<file path="src/rtl/aqm_pkg.sv">
package aqm_pkg;

  // ------------------------------------------------------------
  // Register word indices (byte address is four times the index)
  // ------------------------------------------------------------
  localparam int AQM_AW = 24;
  localparam logic [23:0] AQM_IDX_Q1 = 24'hca000c;
  localparam logic [23:0] AQM_IDX_Q2 = 24'hca000e;
  localparam logic [23:0] AQM_IDX_CS = 24'hca0020;

  // ------------------------------------------------------------
  // Reset values and field positions
  // ------------------------------------------------------------
  localparam logic [15:0] AQM_Q1_RST = 16'h0000;
  localparam logic [15:0] AQM_Q2_RST = 16'h007f;
  localparam int AQM_B_CIE = 15;
  localparam int AQM_B_PIE = 14;
  localparam int AQM_B_SSE = 13;
  localparam int AQM_B_MQ_HI = 12;
  localparam int AQM_B_MQ_LO = 8;
  localparam int AQM_B_RES = 7;
  localparam int AQM_B_BQ_HI = 6;
  localparam int AQM_CS_TEST = 0;
  localparam int AQM_CS_Q1RUN = 1;
  localparam int AQM_CS_Q2RUN = 2;
  localparam int AQM_CS_Q1RSV = 3;
  localparam int AQM_CS_Q2RSV = 4;

  // ------------------------------------------------------------
  // Operating mode codes
  // ------------------------------------------------------------
  localparam logic [4:0] AQM_MQ_OFF = 5'h00;
  localparam logic [4:0] AQM_MQ_SW_S = 5'h01;
  localparam logic [4:0] AQM_MQ_RISE_S = 5'h02;
  localparam logic [4:0] AQM_MQ_FALL_S = 5'h03;
  localparam logic [4:0] AQM_MQ_TMR_S_LO = 5'h04;
  localparam logic [4:0] AQM_MQ_TMR_S_HI = 5'h0e;
  localparam logic [4:0] AQM_MQ_GATE_S = 5'h0f;
  localparam logic [4:0] AQM_MQ_RSVD = 5'h10;
  localparam logic [4:0] AQM_MQ_SW_C = 5'h11;
  localparam logic [4:0] AQM_MQ_RISE_C = 5'h12;
  localparam logic [4:0] AQM_MQ_FALL_C = 5'h13;
  localparam logic [4:0] AQM_MQ_TMR_C_LO = 5'h14;
  localparam logic [4:0] AQM_MQ_TMR_C_HI = 5'h1e;
  localparam logic [4:0] AQM_MQ_GATE_C = 5'h1f;
  localparam int AQM_MQ_CONT_BIT = 4;

  // ------------------------------------------------------------
  // Timer and queue boundary constants
  // ------------------------------------------------------------
  localparam int AQM_TMR_W = 17;
  localparam logic [4:0] AQM_TMR_EXP_OFS = 5'h03;
  localparam logic [6:0] AQM_BQ_LIMIT = 7'h40;
  localparam logic [5:0] AQM_Q1_LAST_MAX = 6'h3f;

  typedef enum logic [6:0] {
    AQM_MD_OFF   = 7'b0000001,
    AQM_MD_SW    = 7'b0000010,
    AQM_MD_RISE  = 7'b0000100,
    AQM_MD_FALL  = 7'b0001000,
    AQM_MD_TIMER = 7'b0010000,
    AQM_MD_GATE  = 7'b0100000,
    AQM_MD_RSVD  = 7'b1000000
  } aqm_mode_t;

  typedef enum logic [1:0] {
    AQM_QS_IDLE = 2'b01,
    AQM_QS_RUN  = 2'b10
  } aqm_qstate_t;

endpackage

</file>
<file path="src/rtl/aqm_evt_if.sv">
`timescale 1ns/1ps
interface aqm_evt_if;
  logic level;
  logic rise;
  logic fall;
  modport src (output level, output rise, output fall);
  modport dst (input level, input rise, input fall);
endinterface

</file>
<file path="src/rtl/aqm_trig_sync.sv">
`timescale 1ns/1ps
module aqm_trig_sync (
  // Clock and reset
  input wire logic i_clk_sys,
  input wire logic i_sys_rst,
  // Asynchronous trigger or gate pin
  input wire logic i_pin,
  // Qualified events
  aqm_evt_if.src evt
);
  typedef struct packed {
    logic s1;
    logic s2;
    logic prev;
  } aqm_sync_state_t;

  aqm_sync_state_t st_ff;
  aqm_sync_state_t nxt_st;

  always_comb begin
    nxt_st = st_ff;
    nxt_st.s1 = i_pin;
    nxt_st.s2 = st_ff.s1;
    nxt_st.prev = st_ff.s2;
  end

  always_ff @(posedge i_clk_sys or posedge i_sys_rst) begin
    if (i_sys_rst) begin
      st_ff <= '0;
    end else begin
      st_ff <= nxt_st;
    end
  end

  // One pulse per edge of the synchronised level
  assign evt.level = st_ff.s2;
  assign evt.rise = st_ff.s2 & ~st_ff.prev;
  assign evt.fall = ~st_ff.s2 & st_ff.prev;
endmodule // aqm_trig_sync

</file>
<file path="src/rtl/aqm_interval_timer.sv">
`timescale 1ns/1ps
module aqm_interval_timer #(
  parameter int W = 17
) (
  // Clock and reset
  input wire logic i_clk_sys,
  input wire logic i_sys_rst,
  // Control
  input wire logic i_run,
  input wire logic i_tick,
  input wire logic [4:0] i_exp,
  // Expiry pulse
  output logic o_expire
);
  typedef struct packed {
    logic [W-1:0] cnt;
    logic expire;
  } aqm_tmr_state_t;

  aqm_tmr_state_t st_ff;
  aqm_tmr_state_t nxt_st;
  logic [W:0] one_sh;
  logic [W-1:0] last_cnt;

  // Terminal count is 2^exp converter clock periods minus one
  assign one_sh = {{W{1'b0}}, 1'b1} << i_exp;
  assign last_cnt = W'(one_sh - 1'b1);

  always_comb begin
    nxt_st = st_ff;
    nxt_st.expire = 1'b0;
    if (!i_run) begin
      nxt_st.cnt = '0;
    end else if (i_tick) begin
      if (st_ff.cnt == last_cnt) begin
        nxt_st.cnt = '0;
        nxt_st.expire = 1'b1;
      end else begin
        nxt_st.cnt = st_ff.cnt + 1'b1;
      end
    end
  end

  always_ff @(posedge i_clk_sys or posedge i_sys_rst) begin
    if (i_sys_rst) begin
      st_ff <= '0;
    end else begin
      st_ff <= nxt_st;
    end
  end

  assign o_expire = st_ff.expire;
endmodule // aqm_interval_timer

</file>
<file path="src/rtl/aqm_queue_mode_ctrl.sv">
// Function
// - Queue 1 pause interrupt on paused word done
// - Queue 1 arm accepted with single-scan mode write
// - Arm bits read zero unless test mode
// - Queue 1 arm clears when single scan ends
// - Queue 1 single-scan triggers need arm bit
// - Queue 1 codes zero to three decode
// - Queue 1 interval timer codes, powers seven-seventeen
// - Queue 1 gated single; code sixteen reserved
// - Queue 1 software and edge continuous codes
// - Queue 1 periodic timer continuous codes
// - Queue 1 top code is gated continuous
// - Stop mode forces queue 2 register
// - Queue 2 register readable; stop blocks writes
// - Queue 2 completion interrupt on last word
// - Queue 2 pause interrupt on paused word
// - Queue 2 arm accepted, cleared at scan end
// - Queue 2 single-scan triggers need arm bit
// - Queue 2 codes zero to three decode
// - Queue 2 interval timer codes from four
// - Queue 1 completion interrupt on last word
// - Begin pointer splits table between queues
// - Resume bit picks queue 2 restart point
`timescale 1ns/1ps
module aqm_queue_mode_ctrl #(
  parameter int TMR_W = aqm_pkg::AQM_TMR_W
) (
  // Clock and reset
  input wire logic i_clk_sys,
  input wire logic i_sys_rst,
  // Avalon-MM slave
  input wire logic [aqm_pkg::AQM_AW-1:0] i_avs_address,
  input wire logic i_avs_read,
  input wire logic i_avs_write,
  input wire logic [31:0] i_avs_writedata,
  input wire logic [3:0] i_avs_byteenable,
  output logic [31:0] o_avs_readdata,
  output logic o_avs_waitrequest,
  // System state and converter clock
  input wire logic i_stop_mode,
  input wire logic i_converter_clock_tick,
  // External trigger and gate pins
  input wire logic i_q1_trig_pin,
  input wire logic i_q2_trig_pin,
  // Conversion completion from the converter
  input wire logic i_cv_done,
  input wire logic i_cv_queue2,
  input wire logic i_cv_pause,
  input wire logic i_cv_last,
  // Queue starts and settings
  output logic o_q1_start,
  output logic o_q2_start,
  output logic o_q1_continuous,
  output logic o_q2_continuous,
  output logic o_q1_gate_open,
  output logic o_q2_gate_open,
  output logic o_q2_resume,
  output logic [6:0] o_q2_begin_pointer,
  output logic [5:0] o_q1_last_entry,
  output logic o_q1_empty,
  output logic o_q2_empty,
  // Interrupt requests
  output logic o_q1_complete_irq,
  output logic o_q1_pause_irq,
  output logic o_q2_complete_irq,
  output logic o_q2_pause_irq
);
  import aqm_pkg::*;

  // ------------------------------------------------------------
  // State
  // ------------------------------------------------------------
  typedef struct packed {
    logic ack;
    logic [31:0] rdata;
    logic q1_complete_irq_en;
    logic q1_pause_irq_en;
    logic q1_single_scan_arm;
    logic [4:0] q1_operating_mode;
    logic q2_complete_irq_en;
    logic q2_pause_irq_en;
    logic q2_single_scan_arm;
    logic [4:0] q2_operating_mode;
    logic q2_resume_sel;
    logic [6:0] q2_begin_pointer;
    logic test_mode;
    aqm_qstate_t q1_st;
    aqm_qstate_t q2_st;
    logic q2_resume_lat;
    logic q1_start;
    logic q2_start;
    logic q1_cpl_irq;
    logic q1_pse_irq;
    logic q2_cpl_irq;
    logic q2_pse_irq;
  } aqm_top_state_t;

  aqm_top_state_t st_ff;
  aqm_top_state_t nxt_st;

  // ------------------------------------------------------------
  // Trigger synchronisers and interval timers
  // ------------------------------------------------------------
  aqm_evt_if q1_evt();
  aqm_evt_if q2_evt();

  aqm_trig_sync u_q1_sync (
    .i_clk_sys(i_clk_sys),
    .i_sys_rst(i_sys_rst),
    .i_pin(i_q1_trig_pin),
    .evt(q1_evt)
  );

  aqm_trig_sync u_q2_sync (
    .i_clk_sys(i_clk_sys),
    .i_sys_rst(i_sys_rst),
    .i_pin(i_q2_trig_pin),
    .evt(q2_evt)
  );

  // ------------------------------------------------------------
  // Mode decode
  // ------------------------------------------------------------
  function automatic aqm_mode_t decode_mode(input logic [4:0] code, input logic is_q2);
    aqm_mode_t m;
    m = AQM_MD_RSVD;
    case (code)
      AQM_MQ_OFF: m = AQM_MD_OFF;
      AQM_MQ_SW_S, AQM_MQ_SW_C: m = AQM_MD_SW;
      AQM_MQ_RISE_S, AQM_MQ_RISE_C: m = AQM_MD_RISE;
      AQM_MQ_FALL_S, AQM_MQ_FALL_C: m = AQM_MD_FALL;
      AQM_MQ_GATE_S, AQM_MQ_GATE_C: m = is_q2 ? AQM_MD_RSVD : AQM_MD_GATE;
      AQM_MQ_RSVD: m = AQM_MD_RSVD;
      default: begin
        if ((code >= AQM_MQ_TMR_S_LO && code <= AQM_MQ_TMR_S_HI) ||
            (code >= AQM_MQ_TMR_C_LO && code <= AQM_MQ_TMR_C_HI)) begin
          m = AQM_MD_TIMER;
        end
      end
    endcase
    return m;
  endfunction

  aqm_mode_t q1_cls;
  aqm_mode_t q2_cls;
  logic q1_cont;
  logic q2_cont;
  logic [4:0] q1_exp;
  logic [4:0] q2_exp;
  logic q1_tmr_run;
  logic q2_tmr_run;
  logic q1_tmr_exp;
  logic q2_tmr_exp;

  assign q1_cls = decode_mode(st_ff.q1_operating_mode, 1'b0);
  assign q2_cls = decode_mode(st_ff.q2_operating_mode, 1'b1);
  assign q1_cont = st_ff.q1_operating_mode[AQM_MQ_CONT_BIT];
  assign q2_cont = st_ff.q2_operating_mode[AQM_MQ_CONT_BIT];
  // Low nibble 4..14 maps to exponent 7..17 for both scan forms
  assign q1_exp = {1'b0, st_ff.q1_operating_mode[3:0]} + AQM_TMR_EXP_OFS;
  assign q2_exp = {1'b0, st_ff.q2_operating_mode[3:0]} + AQM_TMR_EXP_OFS;
  assign q1_tmr_run = (q1_cls == AQM_MD_TIMER) && (q1_cont || st_ff.q1_single_scan_arm);
  assign q2_tmr_run = (q2_cls == AQM_MD_TIMER) && (q2_cont || st_ff.q2_single_scan_arm);

  aqm_interval_timer #(.W(TMR_W)) u_q1_tmr (
    .i_clk_sys(i_clk_sys),
    .i_sys_rst(i_sys_rst),
    .i_run(q1_tmr_run),
    .i_tick(i_converter_clock_tick),
    .i_exp(q1_exp),
    .o_expire(q1_tmr_exp)
  );

  aqm_interval_timer #(.W(TMR_W)) u_q2_tmr (
    .i_clk_sys(i_clk_sys),
    .i_sys_rst(i_sys_rst),
    .i_run(q2_tmr_run),
    .i_tick(i_converter_clock_tick),
    .i_exp(q2_exp),
    .o_expire(q2_tmr_exp)
  );

  // ------------------------------------------------------------
  // Trigger qualification
  // ------------------------------------------------------------
  function automatic logic fire(input aqm_mode_t cls, input logic cont, input logic arm,
                                input logic rise, input logic fall, input logic tmr);
    logic ev;
    ev = 1'b0;
    case (cls)
      AQM_MD_SW: ev = 1'b1;
      AQM_MD_RISE: ev = rise;
      AQM_MD_FALL: ev = fall;
      AQM_MD_TIMER: ev = tmr;
      AQM_MD_GATE: ev = rise;
      default: ev = 1'b0;
    endcase
    return ev && (cont || arm);
  endfunction

  logic q1_fire;
  logic q2_fire;
  logic q1_done;
  logic q2_done;

  assign q1_fire = (st_ff.q1_st == AQM_QS_IDLE) &&
                   fire(q1_cls, q1_cont, st_ff.q1_single_scan_arm,
                        q1_evt.rise, q1_evt.fall, q1_tmr_exp);
  assign q2_fire = (st_ff.q2_st == AQM_QS_IDLE) &&
                   fire(q2_cls, q2_cont, st_ff.q2_single_scan_arm,
                        q2_evt.rise, q2_evt.fall, q2_tmr_exp);
  assign q1_done = i_cv_done && !i_cv_queue2 && i_cv_last;
  assign q2_done = i_cv_done && i_cv_queue2 && i_cv_last;

  // ------------------------------------------------------------
  // Register bus decode
  // ------------------------------------------------------------
  logic req;
  logic take;
  logic sel_q1;
  logic sel_q2;
  logic sel_cs;
  logic [15:0] q1_word;
  logic [15:0] q2_word;
  logic [15:0] q1_view;
  logic [15:0] q2_view;
  logic [15:0] cs_word;
  logic [31:0] rd_word;
  logic [15:0] wr_q1;
  logic [15:0] wr_q2;
  logic [15:0] wr_cs;

  assign req = i_avs_read || i_avs_write;
  assign take = req && st_ff.ack;
  assign sel_q1 = (i_avs_address == AQM_IDX_Q1);
  assign sel_q2 = (i_avs_address == AQM_IDX_Q2);
  assign sel_cs = (i_avs_address == AQM_IDX_CS);
  assign o_avs_waitrequest = req && !st_ff.ack;

  assign q1_word = {st_ff.q1_complete_irq_en, st_ff.q1_pause_irq_en, st_ff.q1_single_scan_arm,
                    st_ff.q1_operating_mode, 8'h00};
  assign q2_word = {st_ff.q2_complete_irq_en, st_ff.q2_pause_irq_en, st_ff.q2_single_scan_arm,
                    st_ff.q2_operating_mode, st_ff.q2_resume_sel, st_ff.q2_begin_pointer};
  assign q1_view = {q1_word[15:14], q1_word[AQM_B_SSE] & st_ff.test_mode, q1_word[12:0]};
  assign q2_view = {q2_word[15:14], q2_word[AQM_B_SSE] & st_ff.test_mode, q2_word[12:0]};
  assign cs_word = {11'h000, q2_cls == AQM_MD_RSVD, q1_cls == AQM_MD_RSVD,
                    st_ff.q2_st == AQM_QS_RUN, st_ff.q1_st == AQM_QS_RUN, st_ff.test_mode};

  always_comb begin
    rd_word = 32'h00000000;
    if (sel_q1) begin
      rd_word = {16'h0000, q1_view};
    end else if (sel_q2) begin
      rd_word = {16'h0000, q2_view};
    end else if (sel_cs) begin
      rd_word = {16'h0000, cs_word};
    end
  end

  function automatic logic [15:0] merge16(input logic [15:0] old, input logic [31:0] wd,
                                          input logic [3:0] be);
    logic [15:0] r;
    r = old;
    if (be[0]) begin
      r[7:0] = wd[7:0];
    end
    if (be[1]) begin
      r[15:8] = wd[15:8];
    end
    return r;
  endfunction

  assign wr_q1 = merge16(q1_word, i_avs_writedata, i_avs_byteenable);
  assign wr_q2 = merge16(q2_word, i_avs_writedata, i_avs_byteenable);
  assign wr_cs = merge16(cs_word, i_avs_writedata, i_avs_byteenable);

  // ------------------------------------------------------------
  // Next state
  // ------------------------------------------------------------
  always_comb begin
    nxt_st = st_ff;
    nxt_st.q1_start = 1'b0;
    nxt_st.q2_start = 1'b0;
    nxt_st.q1_cpl_irq = 1'b0;
    nxt_st.q1_pse_irq = 1'b0;
    nxt_st.q2_cpl_irq = 1'b0;
    nxt_st.q2_pse_irq = 1'b0;
    nxt_st.ack = req && !st_ff.ack;
    if (req && !st_ff.ack) begin
      nxt_st.rdata = rd_word;
    end
    // Conversion events
    if (i_cv_done && !i_cv_queue2 && i_cv_pause && st_ff.q1_pause_irq_en) begin
      nxt_st.q1_pse_irq = 1'b1;
    end
    if (q1_done && st_ff.q1_complete_irq_en) begin
      nxt_st.q1_cpl_irq = 1'b1;
    end
    if (i_cv_done && i_cv_queue2 && i_cv_pause && st_ff.q2_pause_irq_en) begin
      nxt_st.q2_pse_irq = 1'b1;
    end
    if (q2_done && st_ff.q2_complete_irq_en) begin
      nxt_st.q2_cpl_irq = 1'b1;
    end
    // Queue sequencing
    case (st_ff.q1_st)
      AQM_QS_IDLE: begin
        if (q1_fire) begin
          nxt_st.q1_start = 1'b1;
          nxt_st.q1_st = AQM_QS_RUN;
        end
      end
      AQM_QS_RUN: begin
        if (q1_done) begin
          nxt_st.q1_st = AQM_QS_IDLE;
          if (!q1_cont) begin
            nxt_st.q1_single_scan_arm = 1'b0;
          end
        end
      end
      default: nxt_st.q1_st = AQM_QS_IDLE;
    endcase
    case (st_ff.q2_st)
      AQM_QS_IDLE: begin
        if (q2_fire) begin
          nxt_st.q2_start = 1'b1;
          nxt_st.q2_st = AQM_QS_RUN;
          nxt_st.q2_resume_lat = st_ff.q2_resume_sel;
        end
      end
      AQM_QS_RUN: begin
        if (q2_done) begin
          nxt_st.q2_st = AQM_QS_IDLE;
          if (!q2_cont) begin
            nxt_st.q2_single_scan_arm = 1'b0;
          end
        end
      end
      default: nxt_st.q2_st = AQM_QS_IDLE;
    endcase
    // Register writes; a written arm of 1 wins over the hardware clear
    if (take && i_avs_write && !i_stop_mode) begin
      if (sel_q1) begin
        nxt_st.q1_complete_irq_en = wr_q1[AQM_B_CIE];
        nxt_st.q1_pause_irq_en = wr_q1[AQM_B_PIE];
        nxt_st.q1_single_scan_arm = wr_q1[AQM_B_SSE];
        nxt_st.q1_operating_mode = wr_q1[AQM_B_MQ_HI:AQM_B_MQ_LO];
        if (wr_q1[AQM_B_MQ_HI:AQM_B_MQ_LO] != st_ff.q1_operating_mode) begin
          nxt_st.q1_st = AQM_QS_IDLE;
        end
      end
      if (sel_q2) begin
        nxt_st.q2_complete_irq_en = wr_q2[AQM_B_CIE];
        nxt_st.q2_pause_irq_en = wr_q2[AQM_B_PIE];
        nxt_st.q2_single_scan_arm = wr_q2[AQM_B_SSE];
        nxt_st.q2_operating_mode = wr_q2[AQM_B_MQ_HI:AQM_B_MQ_LO];
        nxt_st.q2_resume_sel = wr_q2[AQM_B_RES];
        nxt_st.q2_begin_pointer = wr_q2[AQM_B_BQ_HI:0];
        if (wr_q2[AQM_B_MQ_HI:AQM_B_MQ_LO] != st_ff.q2_operating_mode) begin
          nxt_st.q2_st = AQM_QS_IDLE;
          nxt_st.q2_resume_lat = wr_q2[AQM_B_RES];
        end
      end
      if (sel_cs) begin
        nxt_st.test_mode = wr_cs[AQM_CS_TEST];
      end
    end
    // Stop mode returns both queue registers to their reset images
    if (i_stop_mode) begin
      {nxt_st.q1_complete_irq_en, nxt_st.q1_pause_irq_en, nxt_st.q1_single_scan_arm,
       nxt_st.q1_operating_mode} = AQM_Q1_RST[AQM_B_CIE:AQM_B_MQ_LO];
      {nxt_st.q2_complete_irq_en, nxt_st.q2_pause_irq_en, nxt_st.q2_single_scan_arm,
       nxt_st.q2_operating_mode, nxt_st.q2_resume_sel,
       nxt_st.q2_begin_pointer} = AQM_Q2_RST;
      nxt_st.q1_st = AQM_QS_IDLE;
      nxt_st.q2_st = AQM_QS_IDLE;
      nxt_st.q1_start = 1'b0;
      nxt_st.q2_start = 1'b0;
    end
  end

  always_ff @(posedge i_clk_sys or posedge i_sys_rst) begin
    if (i_sys_rst) begin
      st_ff <= '0;
      {st_ff.q1_complete_irq_en, st_ff.q1_pause_irq_en, st_ff.q1_single_scan_arm,
       st_ff.q1_operating_mode} <= AQM_Q1_RST[AQM_B_CIE:AQM_B_MQ_LO];
      {st_ff.q2_complete_irq_en, st_ff.q2_pause_irq_en, st_ff.q2_single_scan_arm,
       st_ff.q2_operating_mode, st_ff.q2_resume_sel, st_ff.q2_begin_pointer} <= AQM_Q2_RST;
      st_ff.q1_st <= AQM_QS_IDLE;
      st_ff.q2_st <= AQM_QS_IDLE;
    end else begin
      st_ff <= nxt_st;
    end
  end

  // ------------------------------------------------------------
  // Outputs
  // ------------------------------------------------------------
  assign o_avs_readdata = st_ff.rdata;
  assign o_q1_start = st_ff.q1_start;
  assign o_q2_start = st_ff.q2_start;
  assign o_q1_continuous = q1_cont;
  assign o_q2_continuous = q2_cont;
  assign o_q1_gate_open = (q1_cls == AQM_MD_GATE) && q1_evt.level &&
                          (q1_cont || st_ff.q1_single_scan_arm);
  assign o_q2_gate_open = (q2_cls == AQM_MD_GATE) && q2_evt.level &&
                          (q2_cont || st_ff.q2_single_scan_arm);
  assign o_q2_resume = st_ff.q2_resume_lat;
  assign o_q2_begin_pointer = st_ff.q2_begin_pointer;
  assign o_q2_empty = (st_ff.q2_begin_pointer >= AQM_BQ_LIMIT);
  assign o_q1_empty = (st_ff.q2_begin_pointer == 7'h00);
  assign o_q1_last_entry = o_q2_empty ? AQM_Q1_LAST_MAX :
                           6'(st_ff.q2_begin_pointer - 7'h01);
  assign o_q1_complete_irq = st_ff.q1_cpl_irq;
  assign o_q1_pause_irq = st_ff.q1_pse_irq;
  assign o_q2_complete_irq = st_ff.q2_cpl_irq;
  assign o_q2_pause_irq = st_ff.q2_pse_irq;
endmodule // aqm_queue_mode_ctrl

</file>
<file path="config.mk">
export PLATFORM = sky130hd
export DESIGN_NAME = aqm_queue_mode_ctrl
export DESIGN_NICKNAME = d
export VERILOG_FILES = /design/src/rtl/aqm_pkg.sv /design/src/rtl/aqm_evt_if.sv /design/src/rtl/aqm_trig_sync.sv /design/src/rtl/aqm_interval_timer.sv /design/src/rtl/aqm_queue_mode_ctrl.sv
export SDC_FILE = /design/constraint.sdc
export NUM_CORES = 1
export LEC_CHECK = 0
export ABC_AREA = 1
export BUFFER_PORTS_ARGS = -buffer_cell sky130_fd_sc_hd__buf_2
export CAP_MARGIN = 20
export CORE_MARGIN = 2
export CORE_UTILIZATION = 61
export DETAILED_ROUTE_END_ITERATION = 6
export GPL_ROUTABILITY_DRIVEN = 0
export PLACE_DENSITY = 0.87
export SYNTH_ARGS = -nofsm -noshare
export SYNTH_HDL_FRONTEND = slang
export SYNTH_SLANG_ARGS = --single-unit
</file>
<file path="constraint.sdc">
create_clock -name i_clk_sys -period 7.1 [get_ports i_clk_sys]
set_input_delay 1.42 -clock i_clk_sys [delete_from_list [all_inputs] [get_ports i_clk_sys]]
set_output_delay 1.42 -clock i_clk_sys [all_outputs]
set_load 0.005 [all_outputs]
</file>
==> summary.md <==
| Metric | Value |
|---|---|
| Initial Utilization | 0.618 |
| Hold Fails Final Rpt | 0 |
| RSZ-0062 raised after global routing | false |
| Area of the die | 11700 sq um |
| Rows | 38 |
| Number of CTS-inserted buffers | 9 |
| CTS tree | done |
| Number of max-cap violations | 0 |
| Net switching fraction of the power | 0.286 |
| Worst path cell trace | buf_2, nor2_1, nor2_1, buf_4, buf_2 |
| Measured slew at the worst slew-check pin | 1070 ps |
| Clock Path Buffers | 2 |
| Area Growth Syn to Fin | 8.05% |
| Crit. End Element | primary output |
| DR vias | 6425 |
| Most frequent cells in the layout | nand2_1, nor2_1, buf_2 |
| Synth Warn # | 0 |
| Final clock period utilization by the worst path | 0.483 |
| Final Skew | 14.6 ps |
| Worst reg2reg setup slack | 4650 ps |
| Syn Std Cell Area | 6640 sq um |
| Post-synth ARST share | 1.00 |
| Total GRT Usage | 0.297 |
| I/O pin cnt | 131 |
| Reg-to-Reg Start | q2_view[10] |
| P_sw | 0.290 mW |
| Antenna-violating nets left | 0 |
| CP Launch Point | i_avs_write |
| Min-Delay Path Class | reg2reg |
| Distinct cells, synth | 42 |
| Worst vdd ir | 0.105 mV |
| Register area share after synthesis | 0.360 |
| Die H | 108 um |
| DRT iter0 DRCs | 469 |
| Fmax | 292 MHz |
| Resized Gates After CTS | 0 |
| Largest net degree at the start of global routing | 70 |
| Sink count of the clock tree | 95 |
| Internal | 0.725 mW |
| Share of cells above drive strength 1 | 0.162 |
| Drt total wl | 16100 um |
| Synth Register Bits | 95 |
| Initial antenna violation count | 0 |
| Clock period minus worst slack | 3430 ps |
| CTS clk-pin slew, worst paths | 110 ps |
| Post-CTS setup buffer count | 0 |
| Max incr delay on CP | 230 ps |
| Nets | 1114 |
| Root buffer cell | clkbuf_8 |
| Buffers on Ports | 95 |
| Crit path capture | o_avs_waitrequest |
| Crit path required time | 5680 ps |
| Clock share of power | 0.354 |
| Post-CTS Hold Buffers | 0 |
| Syn Inst Count | 964 |
| Number of global-route vias before repair | 6031 |
| Synth Flop Type | dfrtp_1 |
| DR vias/cell | 5.46 |
| Count of pins over their slew limit | 0 |
| Drt drc | 0 |
| Overflow after GRT | 0 |
| Detail Placement HPWL | 12300 um |
| First-pass GRT wire length | 27700 um |
| Endpoints failing setup | 0 |
| Final Core Density | 0.668 |
| R2R depth | 7 |
| Inserted Diodes | 0 |
| H-tree levels | 3 |
| DIE WIDTH | 108 um |
| Synth Area per Inst | 6.89 sq um |
| Pleak | 3.54 nW |
| Most common cell after layout, fill and taps aside | nand2_1 |
| Top fanout value on the critical path | 16 |
| Slew headroom | 0.283 |
| Skew-Pair Late Insertion Delay | 390 ps |
| Power density cells | 141 nW/um^2 |
| WP data arrival | 2010 ps |
| Critical path's slowest cell | buf_4 |
| Worst r2r dst | u_q2_tmr.st_ff[12] |
| CP Launch Type | primary input |
| Kind of critical path | in2out |
| TNS Setup | 0 ps |
| Sequential Power Share | 0.552 |
| Core Region | 10700 sq um |
| Gate power share | 0.094 |
| Status | completed |
| Drt wl/cell | 13.7 um |
| EDFF count, synth | 0 |
| Initial DRT Pass Iterations | 5 |
## metal layers
metal,global-route usage,share of wire
met2,0.496,0.48
met4,0.119,0.020
met5,0,0
met3,0.0422,0.064
met1,0.390,0.44
## state kept, by name (all words and copies together) (netlist names), 5 cells and up
signal	flops
q2_view	7
o_avs_readdata	16
o_q2_begin_pointer	7
u_q2_tmr.st_ff	17
q1_view	6
u_q1_tmr.st_ff	17
st_ff	5
## power groups by stage
stage | clock network, mW | logic, mW | registers [mW]
after floorplan | 0 | 0.0710 | 0.568
after global placement | 0 | 0.0932 | 0.570
final | 0.359 | 0.0957 | 0.560
after CTS | 0.367 | 0.0947 | 0.560
after detailed placement | 0 | 0.0944 | 0.570
after global routing | 0.389 | 0.110 | 0.561
## per-stage QoR
stage	cell area [sq um]	worst slack [ps]	cells	hold slack, ps	power [mW]
after floorplan	6710	3220	983	331	0.639
after global placement	6970	3690	1160	333	0.663
final	7170	3670	1177	370	1.01
after CTS	7170	3680	1176	376	1.02
after detailed placement	6970	3680	1160	346	0.665
after global routing	7170	3620	1177	386	1.06
## kinds of logic (layout without fill, tap and decap cells)
family	count (synthesis)	after routing	synth area share
XOR/XNOR	27	27	0.0356
flip-flops	95	95	0.360
other	2	21	0.00113
AO/OA/AOI/OAI	126	126	0.109
adder cells (fa/ha/maj)	10	10	0.0188
AND/OR/NAND/NOR	543	543	0.357
buffers and inverters	161	215	0.119
## worst max-delay path, delay by kind of cell
family	cells	cell delay, ps
buffers and inverters	3	470
and+or+nand+nor	2	110
## worst min path at each step
stage	start	end	slack, ps	depth (start not counted)
floorplan	u_q1_sync.nxt_st[1]	u_q1_sync.evt.level	330	0
global placement	u_q2_sync.nxt_st[1]	u_q2_sync.evt.level	330	0
detailed placement	u_q1_sync.nxt_st[1]	u_q1_sync.evt.level	350	0
CTS	u_q1_sync.nxt_st[1]	u_q1_sync.evt.level	380	0
global route	u_q2_sync.nxt_st[1]	u_q2_sync.evt.level	390	0
finish	u_q2_sync.nxt_st[1]	u_q2_sync.evt.level	370	0
## Yosys cell counts (10+ instances only)
cell | number | share of area
a21oi_1 | 26 | 0.020
buf_4 | 42 | 0.047
dfrtp_1 | 86 | 0.32
ha_1 | 10 | 0.019
inv_1 | 90 | 0.051
nand2_1 | 275 | 0.16
nand3_1 | 69 | 0.052
nand4_1 | 25 | 0.024
nor2_1 | 110 | 0.062
nor3_1 | 21 | 0.016
o21ai_0 | 47 | 0.035
o21ai_1 | 18 | 0.014
o21ai_2 | 10 | 0.013
o22ai_1 | 11 | 0.010
xor2_1 | 24 | 0.032
## final cells by class
cell class	instances	area [sq um]
Inverter	100	379
Sequential cell	95	2390
Multi-Input combinational cell	727	3530
Clock buffer	9	124
Tap cell	140	175
Fill cell	950	3570
Timing Repair Buffer	99	505
Clock inverter	7	70.1
Power figures use the tool's default switching activity.
